**src/design/scv_pkg.sv**
```systemverilog
package scv_pkg;

  // ****************************************************************
  // Register map, byte addresses on the bus.
  // ****************************************************************
  localparam logic [7:0] SCV_A_CDB0 = 8'h00;
  localparam logic [7:0] SCV_A_CDB1 = 8'h04;
  localparam logic [7:0] SCV_A_CDB2 = 8'h08;
  localparam logic [7:0] SCV_A_CTRL = 8'h0C;
  localparam logic [7:0] SCV_A_STAT = 8'h10;
  localparam logic [7:0] SCV_A_SENSE = 8'h14;
  localparam int SCV_CTRL_ISSUE = 0;
  localparam int SCV_STAT_BUSY = 8;
  localparam int SCV_STAT_DONE = 9;
  localparam int SCV_STAT_MOTOR = 10;
  localparam int SCV_STAT_SPEED = 11;
  localparam int SCV_STAT_POR = 12;

  // ****************************************************************
  // Command codes and descriptor fields.
  // ****************************************************************
  localparam logic [7:0] SCV_OP_TUR = 8'h00;
  localparam logic [7:0] SCV_OP_SENSE = 8'h03;
  localparam logic [7:0] SCV_OP_INQ = 8'h12;
  localparam logic [7:0] SCV_OP_SSU = 8'h1B;
  localparam logic [7:0] SCV_OP_VFY = 8'h2F;
  localparam logic [7:0] SCV_OP_SYNC = 8'h35;
  localparam int SCV_SSU_IMMED = 0;
  localparam int SCV_SSU_START = 0;
  localparam int SCV_SSU_LOAD_EJECT_BIT = 1;
  localparam int SCV_SYNC_IMMED = 1;
  localparam int SCV_RELATIVE_ADDRESSING_BIT = 0;
  localparam int SCV_BYTE_COMPARE_BIT = 1;
  localparam int SCV_CDB_LEN = 10;

  // ****************************************************************
  // Status bytes, sense keys and additional sense codes.
  // ****************************************************************
  localparam logic [7:0] SCV_GOOD = 8'h00;
  localparam logic [7:0] SCV_CHECK = 8'h02;
  localparam logic [3:0] SCV_K_NONE = 4'h0;
  localparam logic [3:0] SCV_K_NRDY = 4'h2;
  localparam logic [3:0] SCV_K_MED = 4'h3;
  localparam logic [3:0] SCV_K_ILL = 4'h5;
  localparam logic [7:0] SCV_ASC_NRDY = 8'h04;
  localparam logic [7:0] SCV_Q_BECOMING = 8'h01;
  localparam logic [7:0] SCV_Q_NEEDSTART = 8'h02;
  localparam logic [7:0] SCV_ASC_BADOP = 8'h20;
  localparam logic [7:0] SCV_ASC_BADFLD = 8'h24;
  localparam logic [7:0] SCV_ASC_MEDERR = 8'h11;
  localparam logic [7:0] SCV_ZERO8 = 8'h00;

  typedef enum logic [2:0] {
    SCV_IDLE, SCV_EXEC, SCV_WMOTOR, SCV_WFLUSH, SCV_WVERIFY
  } scv_fsm_e;

  typedef struct packed {
    logic [7:0] status;
    logic [3:0] key;
    logic [7:0] asc;
    logic [7:0] ascq;
  } scv_sense_s;

  typedef struct packed {
    scv_fsm_e state;
    logic [SCV_CDB_LEN-1:0][7:0] cdb;
    scv_sense_s sense;
    logic busy;
    logic done;
    logic motor_run;
    logic motor_target;
    logic speed_meta;
    logic at_speed;
    logic por_done;
    logic flush_all;
    logic flush_req;
    logic verify_req;
    logic ap_valid;
    logic ap_wr;
    logic [7:0] ap_addr;
    logic [31:0] hrdata;
  } scv_state_s;

  // The spindle runs from reset so power-on spin-up needs no command.
  localparam scv_state_s SCV_ST_RST = '{state: SCV_IDLE, motor_run: 1'b1,
    motor_target: 1'b1, flush_all: 1'b1, default: '0};

  function automatic scv_sense_s scv_mk(input logic [7:0] s,
                                        input logic [3:0] k,
                                        input logic [7:0] a,
                                        input logic [7:0] q);
    scv_mk = '{status: s, key: k, asc: a, ascq: q};
  endfunction

endpackage

```
**src/design/scv_cmd.sv**
```systemverilog
// The placing of the registers and the AHB-Lite slave port were left to the implementer.
`timescale 1ns/1ps
// Summary of operation
// Start/stop command 1Bh drives the spindle motor on or off.
// Start bit zero stops the spindle; start bit one starts it.
// Without early return, status waits until the spindle operation ends.
// With early return, GOOD status is given at once.
// Initiator keeps power-condition field and load-eject bit at zero.
// After first ready, start/stop works whether motor stopped or spinning.
// Cache flush 35h writes latest cached blocks to the medium.
// Flush range starts at the given block address for the given count.
// Flush count zero covers all remaining blocks of the unit.
// Flush status is returned only once the flush has completed.
// Flush with early-return bit set gets illegal-request invalid field.
// Flush with relative-addressing bit gets illegal-request invalid field.
// Readiness check 00h says NOT READY unless spindle is at speed.
// Readiness check never starts a self diagnostic.
// Initiator polls readiness check after an early-return spindle start.
// Spindle starts spinning automatically at power-up.
// Before spin-up ends only readiness, inquiry, sense run; others not ready.
// Verify 2Fh checks medium data; zero length is fine and moves nothing.
// Initiator keeps the byte-compare bit of verify at zero.
// Start/stop with power-condition or load-eject set gets illegal request.
module scv_cmd
  import scv_pkg::*;
#(
  parameter int LBA_W = 32
) (
  input wire logic CLK, // Controller clock, 25 MHz.
  input wire logic RESET, // Asynchronous reset, active high.
  input wire logic HSEL, // Slave select.
  input wire logic [31:0] HADDR, // Byte address.
  input wire logic [1:0] HTRANS, // Transfer type.
  input wire logic HWRITE, // Write when high.
  input wire logic [2:0] HSIZE, // Transfer size, word only.
  input wire logic [31:0] HWDATA, // Write data.
  input wire logic HREADY, // Bus ready.
  output logic [31:0] HRDATA, // Read data.
  output logic HREADYOUT, // Slave ready, always high.
  output logic HRESP, // Always OKAY.
  input wire logic MOTOR_AT_SPEED, // Spindle at correct speed, pin.
  output logic MOTOR_RUN, // Spindle drive on.
  output logic FLUSH_REQ, // Flush start pulse.
  output logic [LBA_W-1:0] FLUSH_LBA, // First block of flush.
  output logic [15:0] FLUSH_COUNT, // Blocks to flush.
  output logic FLUSH_ALL, // Flush to end of unit.
  input wire logic FLUSH_DONE, // Flush finished pulse.
  output logic VERIFY_REQ, // Verify start pulse.
  output logic [LBA_W-1:0] VERIFY_LBA, // First block to verify.
  output logic [15:0] VERIFY_LEN, // Blocks to verify.
  input wire logic VERIFY_DONE, // Verify finished pulse.
  input wire logic VERIFY_ERR // Medium error, valid with done.
);

  scv_state_s st;
  scv_state_s nxt_st;
  logic [7:0] op;
  logic [LBA_W-1:0] lba;
  logic [15:0] cnt;
  logic exec;
  logic ssu_bad;

  // Fields of the held command descriptor.
  assign op = st.cdb[0];
  assign lba = LBA_W'({st.cdb[2], st.cdb[3], st.cdb[4], st.cdb[5]});
  assign cnt = {st.cdb[7], st.cdb[8]};
  assign exec = (st.state == SCV_EXEC);
  assign ssu_bad = (st.cdb[4][7:4] != 4'h0) || st.cdb[4][SCV_SSU_LOAD_EJECT_BIT];

  // ****************************************************************
  // Next-state logic: bus slave, synchroniser and command machine.
  // ****************************************************************
  always_comb begin
    nxt_st = st;
    nxt_st.flush_req = 1'b0;
    nxt_st.verify_req = 1'b0;
    nxt_st.speed_meta = MOTOR_AT_SPEED;
    nxt_st.at_speed = st.speed_meta;
    // Power-on sequence ends at the first time the spindle reaches speed.
    if (st.at_speed) begin
      nxt_st.por_done = 1'b1;
    end
    // Address phase is captured, read data is prepared for the data phase.
    nxt_st.ap_valid = HSEL && HTRANS[1] && HREADY;
    nxt_st.ap_wr = HWRITE;
    nxt_st.ap_addr = HADDR[7:0];
    if (HSEL && HTRANS[1] && HREADY && !HWRITE) begin
      if (HADDR[7:0] == SCV_A_CDB0) begin
        nxt_st.hrdata = {st.cdb[3], st.cdb[2], st.cdb[1], st.cdb[0]};
      end else if (HADDR[7:0] == SCV_A_CDB1) begin
        nxt_st.hrdata = {st.cdb[7], st.cdb[6], st.cdb[5], st.cdb[4]};
      end else if (HADDR[7:0] == SCV_A_CDB2) begin
        nxt_st.hrdata = {16'h0000, st.cdb[9], st.cdb[8]};
      end else if (HADDR[7:0] == SCV_A_STAT) begin
        nxt_st.hrdata = '0;
        nxt_st.hrdata[7:0] = st.sense.status;
        nxt_st.hrdata[SCV_STAT_BUSY] = st.busy;
        nxt_st.hrdata[SCV_STAT_DONE] = st.done;
        nxt_st.hrdata[SCV_STAT_MOTOR] = st.motor_run;
        nxt_st.hrdata[SCV_STAT_SPEED] = st.at_speed;
        nxt_st.hrdata[SCV_STAT_POR] = st.por_done;
      end else if (HADDR[7:0] == SCV_A_SENSE) begin
        nxt_st.hrdata = {st.sense.ascq, st.sense.asc, 12'h000, st.sense.key};
      end else begin
        nxt_st.hrdata = '0;
      end
    end
    // Data phase of a write; the descriptor is frozen while busy.
    if (st.ap_valid && st.ap_wr && !st.busy) begin
      if (st.ap_addr == SCV_A_CDB0) begin
        nxt_st.cdb[3:0] = HWDATA;
      end else if (st.ap_addr == SCV_A_CDB1) begin
        nxt_st.cdb[7:4] = HWDATA;
      end else if (st.ap_addr == SCV_A_CDB2) begin
        nxt_st.cdb[9:8] = HWDATA[15:0];
      end else if (st.ap_addr == SCV_A_CTRL && HWDATA[SCV_CTRL_ISSUE]) begin
        nxt_st.busy = 1'b1;
        nxt_st.done = 1'b0;
        nxt_st.state = SCV_EXEC;
      end
    end
    // The whole-unit flag is kept in step with the held block count.
    nxt_st.flush_all = ({nxt_st.cdb[7], nxt_st.cdb[8]} ==
                        16'h0000);
    // Command machine.
    case (st.state)
      SCV_IDLE: begin
      end
      SCV_EXEC: begin
        nxt_st.state = SCV_IDLE;
        nxt_st.busy = 1'b0;
        nxt_st.done = 1'b1;
        nxt_st.sense = scv_mk(SCV_GOOD, SCV_K_NONE, SCV_ZERO8, SCV_ZERO8);
        if (!st.por_done && op != SCV_OP_TUR && op != SCV_OP_INQ &&
            op != SCV_OP_SENSE) begin
          nxt_st.sense = scv_mk(SCV_CHECK, SCV_K_NRDY, SCV_ASC_NRDY,
                                SCV_Q_BECOMING);
        end else if (op == SCV_OP_TUR) begin
          // Only a speed check; no diagnostic is launched.
          if (!st.at_speed) begin
            nxt_st.sense = scv_mk(SCV_CHECK, SCV_K_NRDY, SCV_ASC_NRDY,
                                  st.por_done ? SCV_Q_NEEDSTART
                                              : SCV_Q_BECOMING);
          end
        end else if (op == SCV_OP_INQ || op == SCV_OP_SENSE) begin
          // Answered elsewhere; this block only lets them pass.
        end else if (op == SCV_OP_SSU) begin
          if (ssu_bad) begin
            nxt_st.sense = scv_mk(SCV_CHECK, SCV_K_ILL, SCV_ASC_BADFLD,
                                  SCV_ZERO8);
          end else begin
            // Accepted in any motor state once ready.
            nxt_st.motor_run = st.cdb[4][SCV_SSU_START];
            nxt_st.motor_target = st.cdb[4][SCV_SSU_START];
            if (!st.cdb[1][SCV_SSU_IMMED]) begin
              nxt_st.state = SCV_WMOTOR;
              nxt_st.busy = 1'b1;
              nxt_st.done = 1'b0;
            end // Early return keeps GOOD now.
          end
        end else if (op == SCV_OP_SYNC) begin
          if (st.cdb[1][SCV_SYNC_IMMED] || st.cdb[1][SCV_RELATIVE_ADDRESSING_BIT]) begin
            nxt_st.sense = scv_mk(SCV_CHECK, SCV_K_ILL, SCV_ASC_BADFLD,
                                  SCV_ZERO8);
          end else if (!st.at_speed) begin
            nxt_st.sense = scv_mk(SCV_CHECK, SCV_K_NRDY, SCV_ASC_NRDY,
                                  SCV_Q_NEEDSTART);
          end else begin
            nxt_st.flush_req = 1'b1;
            nxt_st.state = SCV_WFLUSH;
            nxt_st.busy = 1'b1;
            nxt_st.done = 1'b0;
          end
        end else if (op == SCV_OP_VFY) begin
          if (st.cdb[1][SCV_BYTE_COMPARE_BIT] || st.cdb[1][SCV_RELATIVE_ADDRESSING_BIT]) begin
            nxt_st.sense = scv_mk(SCV_CHECK, SCV_K_ILL, SCV_ASC_BADFLD,
                                  SCV_ZERO8);
          end else if (!st.at_speed) begin
            nxt_st.sense = scv_mk(SCV_CHECK, SCV_K_NRDY, SCV_ASC_NRDY,
                                  SCV_Q_NEEDSTART);
          end else if (cnt != 16'h0000) begin
            nxt_st.verify_req = 1'b1;
            nxt_st.state = SCV_WVERIFY;
            nxt_st.busy = 1'b1;
            nxt_st.done = 1'b0;
          end
        end else begin
          nxt_st.sense = scv_mk(SCV_CHECK, SCV_K_ILL, SCV_ASC_BADOP,
                                SCV_ZERO8);
        end
      end
      SCV_WMOTOR: begin
        // Completion follows the synchronised speed indication.
        if (st.at_speed == st.motor_target) begin
          nxt_st.state = SCV_IDLE;
          nxt_st.busy = 1'b0;
          nxt_st.done = 1'b1;
        end
      end
      SCV_WFLUSH: begin
        if (FLUSH_DONE) begin
          nxt_st.state = SCV_IDLE;
          nxt_st.busy = 1'b0;
          nxt_st.done = 1'b1;
        end
      end
      SCV_WVERIFY: begin
        if (VERIFY_DONE) begin
          nxt_st.state = SCV_IDLE;
          nxt_st.busy = 1'b0;
          nxt_st.done = 1'b1;
          if (VERIFY_ERR) begin
            nxt_st.sense = scv_mk(SCV_CHECK, SCV_K_MED, SCV_ASC_MEDERR,
                                  SCV_ZERO8);
          end
        end
      end
      default: begin
        nxt_st.state = SCV_IDLE;
      end
    endcase
  end

  // State register; the spindle is on from reset.
  always_ff @(posedge CLK or posedge RESET) begin
    if (RESET) begin
      st <= SCV_ST_RST;
    end else begin
      st <= nxt_st;
    end
  end

  // Outputs other than the constant HREADYOUT and HRESP come straight from the state register.
  assign HRDATA = st.hrdata;
  assign HREADYOUT = 1'b1;
  assign HRESP = 1'b0;
  assign MOTOR_RUN = st.motor_run;
  assign FLUSH_REQ = st.flush_req;
  assign FLUSH_LBA = lba;
  assign FLUSH_COUNT = cnt;
  assign FLUSH_ALL = st.flush_all;
  assign VERIFY_REQ = st.verify_req;
  assign VERIFY_LBA = lba;
  assign VERIFY_LEN = cnt;
endmodule

```
**config.mk**
```make
export PLATFORM = sky130hd
export DESIGN_NAME = scv_cmd
export DESIGN_NICKNAME = d
export VERILOG_FILES = /design/src/design/scv_pkg.sv /design/src/design/scv_cmd.sv
export SDC_FILE = /design/constraint.sdc
export NUM_CORES = 1
export LEC_CHECK = 0
export BUFFER_PORTS_ARGS = -buffer_cell sky130_fd_sc_hd__buf_2
export CAP_MARGIN = 20
export CORE_UTILIZATION = 45
export DETAILED_ROUTE_END_ITERATION = 8
export PLACE_DENSITY = 0.71
export SLEW_MARGIN = 25
export SYNTH_ARGS = -nofsm -noshare
export SYNTH_HDL_FRONTEND = slang
export SYNTH_SLANG_ARGS = --single-unit
```
**constraint.sdc**
```tcl
create_clock -name CLK -period 10.7 [get_ports CLK]
set_input_delay 0.535 -clock CLK [delete_from_list [all_inputs] [get_ports CLK]]
set_output_delay 0.535 -clock CLK [all_outputs]
set_load 0.005 [all_outputs]
```
# --- Word-level counts from Yosys, hierarchy flattened ---
# Index checks and enable logic that the tools add are counted.
op_classes:
  bitwise: 6
  mux: 76
  n_reduce_logical: 29
  n_eq_ne: 21
op_table:
  columns: ["operator", "n"]
  rows:
  - ["two-way mux 32 bit", 8]
  - ["two-way mux 22 bit", 5]
  - ["two-way mux 30 bit", 3]
  - ["two-way mux 28 bit", 3]
  - ["two-way mux 83 bit", 1]
  - ["one-hot mux 28 bit (2 select lines)", 1]
  - ["two-way mux 51 bit", 1]
  - ["two-way mux 2 bit", 24]
  - ["two-way mux 3 bit", 15]
  - ["equality test 8 x 5 -> 1 bit, second input constant", 4]
  - ["equality test 8 x 4 -> 1 bit, second input constant", 3]
  - ["zero test 8 bit", 3]
  - ["two-way mux 19 bit", 1]
  - ["equality test 8 x 3 -> 1 bit, second input constant", 2]
  - ["equality test 8 x 6 -> 1 bit, second input constant", 2]
  - ["zero test 16 bit", 1]
  - ["two-way mux 16 bit", 1]
  - ["nonzero test 16 bit", 1]
  - ["one-hot mux 3 bit (5 select lines)", 1]
  - ["two-way mux 4 bit", 3]
  - ["logical AND 1 bit", 9]
  - ["equality test 8 x 2 -> 1 bit, second input constant", 1]
  - ["two-way mux 1 bit", 8]
  - ["inequality test 8 x 2 -> 1 bit, second input constant", 1]
  - ["other kinds (18)", 30]
word_totals:
  inputBits: 78
  output_inout_bits: 134
  elab_cells: 160
  register_bits: 162

# --- Longest topological paths before layout ---
depth:
  depth_word: 11
  depth_mapped: 7
  ltp_nobuf: 5

# --- Worst setup path after synthesis ---
# No wires, ideal clock.
synth_timing:
  path_type: "register to register"
  start: "register st[37] (netlist bit)"
  end: "register st, in the netlist FLUSH_LBA[0]"
  required_ns: 10.575
  period_less_slack_ns: 1.879
  t_arrival_ns: 1.754
  path_stages_with_launch: 6
  slack_ns: 8.821
  setup_time_ns: 0.125
  n_path_buf: 1
  path_cell_list: "dfrtp_1 > nor4_4 > nand4_4 > nor3b_4 > buf_6 > mux2_2"
synth_via:
  elab_chain_len: 3
  elab_cells_between_ends: 4
  cone_classes: "eq/ne: 1; bitwise: 1; reduce/logical: 2"
synth_lines:
  columns: ["element", "line_no", "source"]
  rows:
  - ["from (decl)", "scv_cmd.sv:55", "scv_state_s st;"]
  - ["from (signal assigned)", "scv_cmd.sv:229", "st <= nxt_st;"]
  - ["zero test 8 bit", "scv_cmd.sv:110", "if (st.ap_addr == SCV_A_CDB0) begin"]
  - ["NOT 1 bit (no source line)", null, null]
  - ["AND reduction 3 bit (no source line) (*)", null, null]
# Mark *: on every way between the ends. The rest lies on a longest branch, timed or not.
# A chain may end at the register's enable or synchronous reset.

# --- Final worst setup path ---
layout_timing:
  start: "register st[37] (netlist bit)"
  end: "register st[132] (netlist bit)"
# Same word-level chain as after synthesis.

==> impl_metrics.tcl <==
set metrics [dict create \
    ys_ff_latch 142 \
    antenna_left 0 \
    post-dp-hpwl_um 12000 \
    worstMarginPinSlew_ps 982 \
    post_cts_buffers 0 \
    crit-reg2reg-launch "st[37]" \
    hold_depth 1 \
    critPathLaunch "st[37]" \
    rsz0062_at_grt "no" \
    syn-num-nets 749 \
    yosysWarnings 0 \
    die_area_um2 16800 \
    cts_resized 0 \
    layout_setup_ws_ps 7990 \
    path_clk_slew_ps 60 \
    clk_latency_ps 430 \
    reg2regPathDepth 5 \
    clock_sinks 142 \
    synth-edff-count 0 \
    relSlewSlack_pct 34.5 \
    grt_pass1_wl_um 26400 \
    antennaDiodeCount 0 \
    yosysTopAreaCell "dfrtp_1" \
    overflow 0 \
    start_util_pct 46.2 \
    gp_congestion 0.873 \
    status "completed" \
    ys_seq_area_share_pct 48.5 \
    hp-start "MOTOR_AT_SPEED" \
    syn_avg_cell_area_um2 10.9 \
    vias 5090 \
    dr.pass1.iters 5 \
    cts_tree "built" \
    synth-main-ff-cell "dfrtp_1" \
    max_cap_viol_count 0 \
    fp.dieW_um 130 \
    io_pins 212 \
    final_common_cell "buf_2" \
    fin_nets 798 \
    std_cell_rows 46 \
    synth.distinct_cells 62 \
    synth_area_leaders "dfrtp_1, buf_4, mux2_2" \
    skew_ps 8.13 \
    synth-async-reset-ratio_pct 100 \
    wirelength_um 17100 \
    ctsHoldBuffers 0 \
    start_kind "register" \
    cts_buffers 17 \
    fmax_ghz 0.368 \
    die_h_um 130 \
    dp_cells 914 \
    cts_buffer_depth 2 \
    period_needed_ps 2710 \
    synth_top_cell_area_share_pct 47.8 \
    numPortBuffers 181 \
    viasPerCell 5.36 \
    crit_arrival_ps 3020 \
    fin_crit_sh_pct 25.4 \
    setup_violations 0 \
    worstSetupEndpointType "register" \
    finalHoldViolations 0 \
    critPathRequiredTime_ps 11000 \
    area_growth_pct 9.38 \
    place_ws_ps 7770 \
    p_leak_nw 4.08 \
    power_density_nw_per_um2 146 \
    avgRoutedWirePerCell_um 18.0 \
    syn_area_um2 7340 \
    hold_class "primary input to register" \
    worstSetupPathType "register to register" \
    grt_pass1_vias 4798 \
    critPathMaxFanout 19 \
    finalNonFillerCells 949 \
    power_mw 1.17 \
    syn_inst 671 \
    layout-drive-gt1-share_pct 43.0 \
    coreArea_um2 15900 \
    grt.total_usage_pct 21.1 \
    drtIter0Drc 406 \
    antenna_found_initial 0 \
    cts_root_buffer "clkbuf_16" \
    ir_worst_vdd_v 0.000113 \
    fin_util_pct 50.5 \
    cts_max_level 4 \
    drc_errors 0 \
    tns_ps 0 \
    layout_common_cells "buf_2, dfrtp_1, mux2_2" \
    grt_max_degree 74 \
    slew_viol_final 0 \
]
==> power by group <==
part,internal (mW),switching (mW)
clock,0.342,0.214
combinational,0.0200,0.0350
sequential,0.548,0.0107
total,0.910,0.260
==> flip-flops by register name, summed over array words and instances, names as in the netlist <==
signal,flops
HRDATA,32
FLUSH_REQ,1
FLUSH_ALL,1
nxt_st,1
st,50
FLUSH_COUNT,16
VERIFY_REQ,1
op,8
FLUSH_LBA,32
==> cell type report <==
cell class | instances | area (µm²)
inverter | 3 | 16.3
fill | 1455 | 7860
timing repair buffer | 188 | 973
clock buffer | 25 | 495
tap | 216 | 270
sequential | 142 | 3560
multi-input combinational | 368 | 2650
clock inverter | 7 | 60.1
==> path summary, 6_finish.rpt <==
check | endpoint | slack, ps
min in group asynchronous | FLUSH_LBA[12] | 220
min | nxt_st[46] | 210
max | st[132] | 7990
max in group asynchronous | st[94] | 9130
min reg2reg | st[46] | 350
max reg2reg | st[132] | 7990
==> critical path, stage by stage (launching register included) <==
cell     delay [ps]
dfrtp_1         390
nor4_4          330
nand4_4         210
nor3b_4         860
buf_4           420
mux2_2          380
==> cell usage after synthesis (all sizes together), types with 2 or more instances <==
cell,count
mux2i,2
inv,3
or4,5
dfstp,2
nor4,13
a221oi,7
and3,2
a31oi,2
o21bai,2
mux2,81
o32a,2
conb,2
buf,145
dfrtp,140
or2,3
a21o,2
a21oi,23
o21a,2
nand4,2
nand3,3
o211ai,2
nand2,54
a22oi,27
nand2b,8
and2,3
clkbuf,13
a31o,2
o31ai,4
nor3,11
o22ai,4
o21ai,41
nor2,35
nor3b,3
nor2b,5
==> kinds of logic (layout without fill, tap and decap cells) <==
kind of cell	Yosys count	after routing	share of synthesized area (%)
buf+inv	161	223	15.6
xor+xnor	1	1	0.119
compound gates	127	127	11.2
simple gates	155	155	11.9
other cells	2	2	0.102
flops	142	142	48.5
mux	83	83	12.7
==> routing by layer <==
metal  share of wire [%]  track usage [%]  up-vias
met5                   0                0        -
met4                 2.7             10.3        0
met3                 5.1             4.91       32
met2                  48             33.2      180
met1                  44             27.5     2522
li1                    -                -     2356
==> metrics by stage <==
stage | hold slack [ps] | instance area, µm²
after floorplan | 331 | 7340
after global placement | 335 | 7430
after detailed placement | 336 | 7430
after CTS | 203 | 7990
after global routing | 200 | 8020
final | 213 | 8020
(Power assumes the default switching activity.)
